--- src/crp_defs.svh ---
`ifndef CRP_DEFS_SVH
`define CRP_DEFS_SVH

// Command codes of the two registers on the management port.
`define CRP_CMD_MAP       8'h26
`define CRP_CMD_PRIO      8'h27

// Reset values.
`define CRP_MAP_RST       8'hE4
`define CRP_PRIO_RST      3'h0
`define CRP_RD_IDLE       8'h00

// Field positions inside the priority register.
`define CRP_CH1_PRIO_LSB  0
`define CRP_CH2_PRIO_LSB  4
`define CRP_PRIO_W        3

// Width of one physical channel select field in the map register.
`define CRP_SEL_W         2

`endif

--- src/crp_pkg.sv ---
package crp_pkg;

    // One command from the management port decoder.
    typedef struct packed {
        logic       wr;    // Write strobe, one cycle.
        logic       rd;    // Read strobe, one cycle.
        logic [7:0] code;  // Command code.
        logic [7:0] data;  // Write data byte.
    } crp_cmd_type;

    // Physical select for logical channels 4..1 of a group, index 0 is logical 1.
    typedef logic [3:0][1:0] crp_map_type;

    // Fast shutdown code with its strobe.
    typedef struct packed {
        logic       valid; // One-cycle strobe when a new code is presented.
        logic [2:0] code;  // Three-bit shutdown code.
    } crp_fs_type;

    // Register bank state as seen from the management port.
    typedef enum {
        CRP_IDLE,
        CRP_ANSWER
    } crp_rd_state_type;

endpackage

--- src/crp_prio_slot.sv ---
`include "crp_defs.svh"

// One channel's three-bit shutdown priority and its fast shutdown compare.
module crp_prio_slot
(
    // Clock and resets.
    input  wire logic                   ref_clk,
    input  wire logic                   rst_b,
    input  wire logic                   pin_rst_b,
    // Register write.
    input  wire logic                   wr_en,
    input  wire logic [`CRP_PRIO_W-1:0] wr_prio,
    // Fast shutdown request.
    input  wire crp_pkg::crp_fs_type    fs,
    // Results.
    output logic      [`CRP_PRIO_W-1:0] prio,
    output logic                        turn_off
);
    import crp_pkg::*;

    // Priority store; both reset sources clear it to the highest priority.
    always_ff @(posedge ref_clk)
    begin
        if (!rst_b || !pin_rst_b)
        begin
            prio <= `CRP_PRIO_RST;
        end
        else if (wr_en)
        begin
            prio <= wr_prio;
        end
    end

    // A lower code is a higher priority, so a channel drops whenever the
    // presented code is not above its own setting. There is no memory of
    // earlier codes: each strobe is judged alone.
    always_ff @(posedge ref_clk)
    begin
        if (!rst_b || !pin_rst_b)
        begin
            turn_off <= 1'b0;
        end
        else
        begin
            turn_off <= fs.valid && (fs.code <= prio);
        end
    end

    // The turn-off pulse follows a qualifying code by exactly one cycle.
    AST_FS_QUALIFY: assert property (@(posedge ref_clk) disable iff (!rst_b || !pin_rst_b)
        fs.valid && (fs.code <= prio) |=> turn_off)
        else $error("Qualifying shutdown code did not turn the channel off.");

    // A code above the setting never turns the channel off.
    AST_FS_SPARE: assert property (@(posedge ref_clk) disable iff (!rst_b || !pin_rst_b)
        turn_off |-> $past(fs.valid) && ($past(fs.code) <= $past(prio)))
        else $error("Channel turned off by a code of lower priority.");

endmodule // crp_prio_slot

--- src/crp_regs.sv ---
// Behaviour
// Map register at code 26h, read/write byte.
// Map code 00..11 selects physical 1..4.
// Bits 7:6 logical 4 down to 1:0 logical 1.
// Same map permutes within each group.
// Map write ignored unless group channels off. The code ignores it unless all channels of both groups are off.
// Rejected write keeps previous map unchanged.
// Power-on reset loads map 1110_0100.
// Pin reset leaves the map untouched.
// Host runs detect/classify before turn-on.
// Priority register 27h, ch2 6:4, ch1 2:0.
// Lower priority code means higher priority.
// Qualifying shutdown code turns channels off together.
// Shutdown clears channel, cool-down keeps running.
// Reads return stored values, no side effects.
`include "crp_defs.svh"

module crp_regs
(
    // Clock and resets.
    input  wire logic                 ref_clk,
    input  wire logic                 rst_b,
    input  wire logic                 pin_rst_b,
    // Management port command, already decoded from the serial bus.
    input  wire crp_pkg::crp_cmd_type cmd,
    output logic                      rd_valid,
    output logic [7:0]                rd_data,
    output logic                      map_wr_rejected,
    // Channel off-mode status, bit n is physical channel n+1.
    input  wire logic [7:0]           ch_off,
    // Fast shutdown input.
    input  wire crp_pkg::crp_fs_type  fast_shutdown_input,
    // Mapping and priority results.
    output crp_pkg::crp_map_type      map_group_lo,
    output crp_pkg::crp_map_type      map_group_hi,
    output logic [`CRP_PRIO_W-1:0]    ch1_prio,
    output logic [`CRP_PRIO_W-1:0]    ch2_prio,
    output logic [1:0]                fs_clear
);
    import crp_pkg::*;

    logic [7:0]       channel_map;      // Stored mapping byte.
    logic             map_hit;          // Write addressed to the map register.
    logic             map_ok;           // All channels of both groups are off.
    logic             prio_wr;          // Write addressed to the priority register.
    crp_rd_state_type rd_state;         // Read answer state.
    logic [7:0]       next_rd_data;     // Read data selected this cycle.

    // The one map byte serves both groups, so a write affects both of them
    // and both must be idle. This is stricter than per-group checking, but
    // it never lets a powered channel change pins underneath itself.
    assign map_hit = cmd.wr && (cmd.code == `CRP_CMD_MAP);
    assign map_ok  = &ch_off;
    assign prio_wr = cmd.wr && (cmd.code == `CRP_CMD_PRIO);

    // Mapping store. Only the power-on reset restores the identity map; the
    // pin reset is deliberately not looked at here.
    always_ff @(posedge ref_clk)
    begin
        if (!rst_b)
        begin
            channel_map <= `CRP_MAP_RST;
        end
        else if (map_hit && map_ok)
        begin
            channel_map <= cmd.data;
        end
    end

    // Rejection flag pulses for one cycle so software tooling can see it.
    always_ff @(posedge ref_clk)
    begin
        if (!rst_b)
        begin
            map_wr_rejected <= 1'b0;
        end
        else
        begin
            map_wr_rejected <= map_hit && !map_ok;
        end
    end

    // Field split: two bits per logical channel, logical 1 in the low pair.
    // The code value itself is the physical index minus one within a group.
    always_comb
    begin
        for (int i = 0; i < 4; i++)
        begin
            map_group_lo[i] = channel_map[i*`CRP_SEL_W +: `CRP_SEL_W];
        end
        map_group_hi = map_group_lo;
    end

    // Per-channel priority with fast shutdown compare.
    crp_prio_slot u_slot_ch1
    (
        .ref_clk   (ref_clk),
        .rst_b     (rst_b),
        .pin_rst_b (pin_rst_b),
        .wr_en     (prio_wr),
        .wr_prio   (cmd.data[`CRP_CH1_PRIO_LSB +: `CRP_PRIO_W]),
        .fs        (fast_shutdown_input),
        .prio      (ch1_prio),
        .turn_off  (fs_clear[0])
    );

    crp_prio_slot u_slot_ch2
    (
        .ref_clk   (ref_clk),
        .rst_b     (rst_b),
        .pin_rst_b (pin_rst_b),
        .wr_en     (prio_wr),
        .wr_prio   (cmd.data[`CRP_CH2_PRIO_LSB +: `CRP_PRIO_W]),
        .fs        (fast_shutdown_input),
        .prio      (ch2_prio),
        .turn_off  (fs_clear[1])
    );

    // The fs_clear pulses ask the channel logic for the same clearing a
    // channel reset does, but they are separate from the reset command so
    // that the fault cool-down timer is left running.

    // Read mux. Reserved bits 7 and 3 of the priority register are not
    // stored and read as zero; unknown codes read as zero.
    always_comb
    begin
        case (cmd.code)
            `CRP_CMD_MAP:
            begin
                next_rd_data = channel_map;
            end
            `CRP_CMD_PRIO:
            begin
                next_rd_data = {1'b0, ch2_prio, 1'b0, ch1_prio};
            end
            default:
            begin
                next_rd_data = `CRP_RD_IDLE;
            end
        endcase
    end

    // Read answer state: a read is answered on the following cycle.
    always_ff @(posedge ref_clk)
    begin
        if (!rst_b)
        begin
            rd_state <= CRP_IDLE;
        end
        else
        begin
            case (rd_state)
                CRP_IDLE:
                begin
                    rd_state <= cmd.rd ? CRP_ANSWER : CRP_IDLE;
                end
                CRP_ANSWER:
                begin
                    rd_state <= cmd.rd ? CRP_ANSWER : CRP_IDLE;
                end
                default:
                begin
                    rd_state <= CRP_IDLE;
                end
            endcase
        end
    end

    assign rd_valid = (rd_state == CRP_ANSWER);

    // Read data register; holds its last value between reads.
    always_ff @(posedge ref_clk)
    begin
        if (!rst_b)
        begin
            rd_data <= `CRP_RD_IDLE;
        end
        else if (cmd.rd)
        begin
            rd_data <= next_rd_data;
        end
    end

    // Accepted map write is stored exactly on the next edge.
    AST_MAP_WRITE: assert property (@(posedge ref_clk) disable iff (!rst_b)
        cmd.wr && cmd.code == `CRP_CMD_MAP && (&ch_off)
        |=> channel_map == $past(cmd.data))
        else $error("Accepted map write not stored.");

    // A map write with any channel on leaves the map as it was.
    AST_MAP_REJECT: assert property (@(posedge ref_clk) disable iff (!rst_b)
        cmd.wr && cmd.code == `CRP_CMD_MAP && !(&ch_off)
        |=> $stable(channel_map) && map_wr_rejected)
        else $error("Rejected map write changed the map.");

    // The map changes only through an accepted write. The edge right after a
    // power-on reset is left out, since the reset itself reloads the map then.
    AST_MAP_HOLD: assert property (@(posedge ref_clk) disable iff (!rst_b)
        $past(rst_b) && !$stable(channel_map)
        |-> $past(cmd.wr) && $past(cmd.code) == `CRP_CMD_MAP
        && (&$past(ch_off)))
        else $error("Map changed without an accepted write.");

    // Power-on reset gives the identity map right after release.
    AST_MAP_POR: assert property (@(posedge ref_clk)
        !rst_b |=> channel_map == `CRP_MAP_RST)
        else $error("Map not at identity after power-on reset.");

    // Pin reset alone never alters the map.
    AST_MAP_PIN: assert property (@(posedge ref_clk) disable iff (!rst_b)
        !pin_rst_b && !(cmd.wr && cmd.code == `CRP_CMD_MAP) |=> $stable(channel_map))
        else $error("Pin reset disturbed the map.");

    // Logical 4 sits in the top pair and both groups see the same map.
    AST_MAP_FIELDS: assert property (@(posedge ref_clk) disable iff (!rst_b)
        map_group_lo[3] == channel_map[7:6] && map_group_lo[0] == channel_map[1:0]
        && map_group_hi == map_group_lo)
        else $error("Map fields misplaced.");

    // Priority write lands in the right fields on the next edge.
    AST_PRIO_WRITE: assert property (@(posedge ref_clk) disable iff (!rst_b || !pin_rst_b)
        cmd.wr && cmd.code == `CRP_CMD_PRIO
        |=> ch2_prio == $past(cmd.data[6:4]) && ch1_prio == $past(cmd.data[2:0]))
        else $error("Priority write misplaced.");

    // A map read answers one cycle later with the stored value and no side effect.
    AST_READ_BACK: assert property (@(posedge ref_clk) disable iff (!rst_b)
        cmd.rd && !cmd.wr && cmd.code == `CRP_CMD_MAP
        |=> rd_valid && rd_data == channel_map)
        else $error("Map read did not return the stored value.");

    // Channels sharing a setting drop together.
    AST_FS_TOGETHER: assert property (@(posedge ref_clk) disable iff (!rst_b || !pin_rst_b)
        ch1_prio == ch2_prio && fast_shutdown_input.valid |=> fs_clear[0] == fs_clear[1])
        else $error("Channels with equal priority did not drop together.");

endmodule // crp_regs

--- config.mk ---
export PLATFORM = sky130hd
export DESIGN_NAME = crp_regs
export DESIGN_NICKNAME = d
export VERILOG_FILES = /design/src/crp_pkg.sv /design/src/crp_prio_slot.sv /design/src/crp_regs.sv
export VERILOG_INCLUDE_DIRS = /design/src /design/src/src
export SDC_FILE = /design/constraint.sdc
export NUM_CORES = 1
export LEC_CHECK = 0
export BUFFER_PORTS_ARGS = -buffer_cell sky130_fd_sc_hd__buf_2
export CORE_MARGIN = 4
export CORE_UTILIZATION = 40
export CTS_CLUSTER_DIAMETER = 50
export DETAILED_ROUTE_END_ITERATION = 12
export PLACE_DENSITY_LB_ADDON = 0.15
export SYNTH_ARGS = -nofsm -noshare
export SYNTH_HDL_FRONTEND = slang
export SYNTH_SLANG_ARGS = --single-unit
--- constraint.sdc ---
create_clock -name ref_clk -period 1.8 [get_ports ref_clk]
set_clock_uncertainty 0.05 [all_clocks]
set_input_delay 0.09 -clock ref_clk [delete_from_list [all_inputs] [get_ports ref_clk]]
set_output_delay 0.09 -clock ref_clk [all_outputs]
set_load 0.02 [all_outputs]
==> out/results.ini <==
[status]
outcome = complete, no violations

[layout]
nFillCells = 306
post-route-util_pct = 56.0
area_delta_synth_final_pct = 34.8
drive_gt1_share_pct = 37.1
seq_area_um2 = 520
fin_area_mm2 = 0.00171
fin_nets = 242
antennaDiodeCount = 0
multi_input_area_um2 = 632

[yosys]
synth_xor_area_share_pct = 0
syn-num-nets = 175
synth_compound_area_share_pct = 11.9
ys_seq_elements = 26
yosys_warnings = 0
synthMuxAreaShare_pct = 11.0
ys_seq_area_share_pct = 41.0
yosys.area_share.adder_pct = 5.92
synth_top_family_by_area = simple AND/OR/NAND/NOR gates
netlist_area_mm2 = 0.00127
synth_simple_gate_area_share_pct = 20.9
syn_inst = 136
synth_top_cell_by_area = dfxtp_1
synth_cell_type_count = 24
syn_area_per_cell_um2 = 9.33
synth_top_area_share_pct = 41.0
synth_area_leaders = dfxtp_1, mux2i_1, buf_4, ha_1, nor2b_1

[worst_setup_path]
cp-start-kind = flop
worstPathCellList = inv_1 > ha_1 > nor2b_1 > o21ai_0 > nand2b_1 > a21oi_1
worstRegToRegCells = 6
r2r_start = u_slot_ch2.prio[1]$_SDFFE_PP0P_
crit_family = flip-flops
slowest_stage = dfxtp_1
cp-end-kind = flop
ff2ff_setup_slack_ns = 0.44
critPathMaxStageDelay_ns = 0.41
cp.required_ns = 2.01
rr_endpoint = u_slot_ch2.turn_off$_SDFF_PP0_
worst-setup-path-type = flop to flop
crit_buf_inv = 1
crit_path_max_fanout = 4
cp.arrival_ns = 1.57

[worst_hold_path]
hold_depth = 2
hp-start = cmd[16]
hp-class = primary input to flop
min_to = rd_data[6]$_SDFFE_PN0P_

[routing]
via_per_inst = 4.90
wl_um = 3230
firstDrtPassIters = 4
drc_errors = 0
vias = 1206
wl_per_cell_um = 13.1
dr.first_iter.drc_count = 35
ant_nets = 0

[clock_tree]
cts_buffers = 3
cts_tree = done
path_clk_slew_ns = 0.13
numClockSinks = 26
post_cts_buffers = 0
clockRootBuffer = clkbuf_4
htreeDepth = 1
clk_latency_ns = 0.32
cts.path.max_buffers = 2

[grt]
grt_remaining_overflow = 0
antenna_found_initial = 0
grt_max_degree = 29
grt_use_total_pct = 15.7
grt_pass1_vias = 1177
grt_pass1_wl_um = 5220

[place]
gp_congestion = 0.729
place_area_mm2 = 0.00156
hpwlAfterDp_um = 2380
port-buffer-count = 66

[power_and_ir_drop]
powerDensity_mw_per_mm2 = 592
ir_drop_mv = 0.333
p_leak_nw = 0.796
power_w = 0.00101

[floorplanning]
start_util_pct = 41.6
core_region_area_mm2 = 0.00305
die-area_mm2 = 0.00414
io_pins = 67
die_height_um = 64.3
rows = 20
fp.dieW_um = 64.3

[timing]
fin_setup_tns_ns = 0
finalSetupViolCount = 0
fin_crit_ns = 1.36
fmax_mhz = 737
whs_ns = 0.0666
period_share_pct = 75.4
tightest_slew_ns = 0.431
slew_headroom_pct = 71.2
slew_violations = 0
rsz0062_at_grt = no
finalHoldViolCount = 0

[flow_run]
drv_cap = 0

synthesized netlist by cell type:
cell and number:
ha_1 6, and4bb_2 1, a22oi_1 6, o21ai_0 8, clkbuf_1 6, nand3_1 5, and2_1 1, o2111a_1 1
and3_1 1, and3b_1 1, nor3b_2 1, buf_4 10, a21oi_1 8, nor4_4 1, inv_1 5, nor2b_1 10
nand2_1 9, mux2i_1 14, nand3_2 1, nor2_1 6, a21boi_0 2, dfxtp_1 26, nand4_1 3, nand2b_1 4
worst max-delay path by stage:
stage	start	endpoint	slack, ns	cells past startpoint
3_3_place_gp	cmd[11]	map_group_hi[1]$_SDFFE_PN0P_	0.38	6
4_1_cts	u_slot_ch2.prio[1]$_SDFFE_PP0P_	u_slot_ch2.turn_off$_SDFF_PP0_	0.44	6
2_1_floorplan	cmd[11]	map_group_hi[0]$_SDFFE_PN0P_	0.40	4
6_report	u_slot_ch2.prio[1]$_SDFFE_PP0P_	u_slot_ch2.turn_off$_SDFF_PP0_	0.44	6
5_1_grt	u_slot_ch2.prio[1]$_SDFFE_PP0P_	u_slot_ch2.turn_off$_SDFF_PP0_	0.34	6
3_5_place_dp	cmd[11]	map_group_hi[3]$_SDFFE_PN0P_	0.35	6
cells in the final DEF (no fill, tap or decap):
| cell type | instances |
|---|---|
| buf_2 | 66 |
| dfxtp_1 | 26 |
| mux2i_1 | 14 |
| dlygate4sd3_1 | 11 |
| nor2b_1 | 10 |
| nand2_1 | 9 |
| o21ai_0 | 8 |
| a21oi_1 | 8 |
| nor2_1 | 6 |
| a22oi_1 | 6 |
| ha_1 | 6 |
| inv_1 | 5 |
| nand3_1 | 5 |
| nand2b_1 | 4 |
| nand4_1 | 3 |
| clkbuf_4 | 3 |
| a21boi_0 | 2 |
| and4bb_2 | 1 |
| nor3b_2 | 1 |
| nand3_2 | 1 |
| nor4_4 | 1 |
| and3b_1 | 1 |
| o2111a_1 | 1 |
| and2_1 | 1 |
| and3_1 | 1 |
| clkbuf_8 | 1 |
| buf_4 | 1 |
flip-flops by register name, indices dropped and copies added, names as in the netlist:
| name | flops |
|---|---|
| map_group_hi | 8 |
| map_wr_rejected | 1 |
| rd_data | 8 |
| rd_state | 1 |
| u_slot_ch1.prio | 3 |
| u_slot_ch1.turn_off | 1 |
| u_slot_ch2.prio | 3 |
| u_slot_ch2.turn_off | 1 |
layout make-up:
class | count | area share (%)
repair buffers | 78 | 26.2
flip-flops and latches | 26 | 30.4
clock buffers | 4 | 2.12
multi-input cells | 89 | 36.9
well taps | 44 | 3.22
inverters | 5 | 1.10
stage by stage:
stage	setup slack [ns]	instances
6_report	0.443	246
5_1_grt	0.336	246
4_1_cts	0.438	246
3_5_place_dp	0.348	231
3_3_place_gp	0.377	231
2_1_floorplan	0.402	136
cells by family after synthesis:
logic type	count (synthesis)
DFF	26
muxes	14
and+or+nand+nor	44
adders and majority gates	6
AOI/OAI and AO/OA	25
buffers and inverters	21
per-layer routing:
metal	vias to the layer above	wire, um	track usage [%]
li1	597	-	-
met1	552	1360	17.9
met2	53	1550	28.7
met3	4	291	3.51
met4	0	31	4.75
met5	-	0	0
where the power goes:
part / switching (W) / internal (W)
registers: 0.00000330 / 0.000584
clock network: 0.000171 / 0.000124
logic: 0.0000633 / 0.0000667
total: 0.000237 / 0.000775
timing repair:
item	in CTS	in global routing
hold buffers	11	0
endpoints found under the hold margin	17	0
resized for setup	0	0
(Power assumes the default switching activity.)
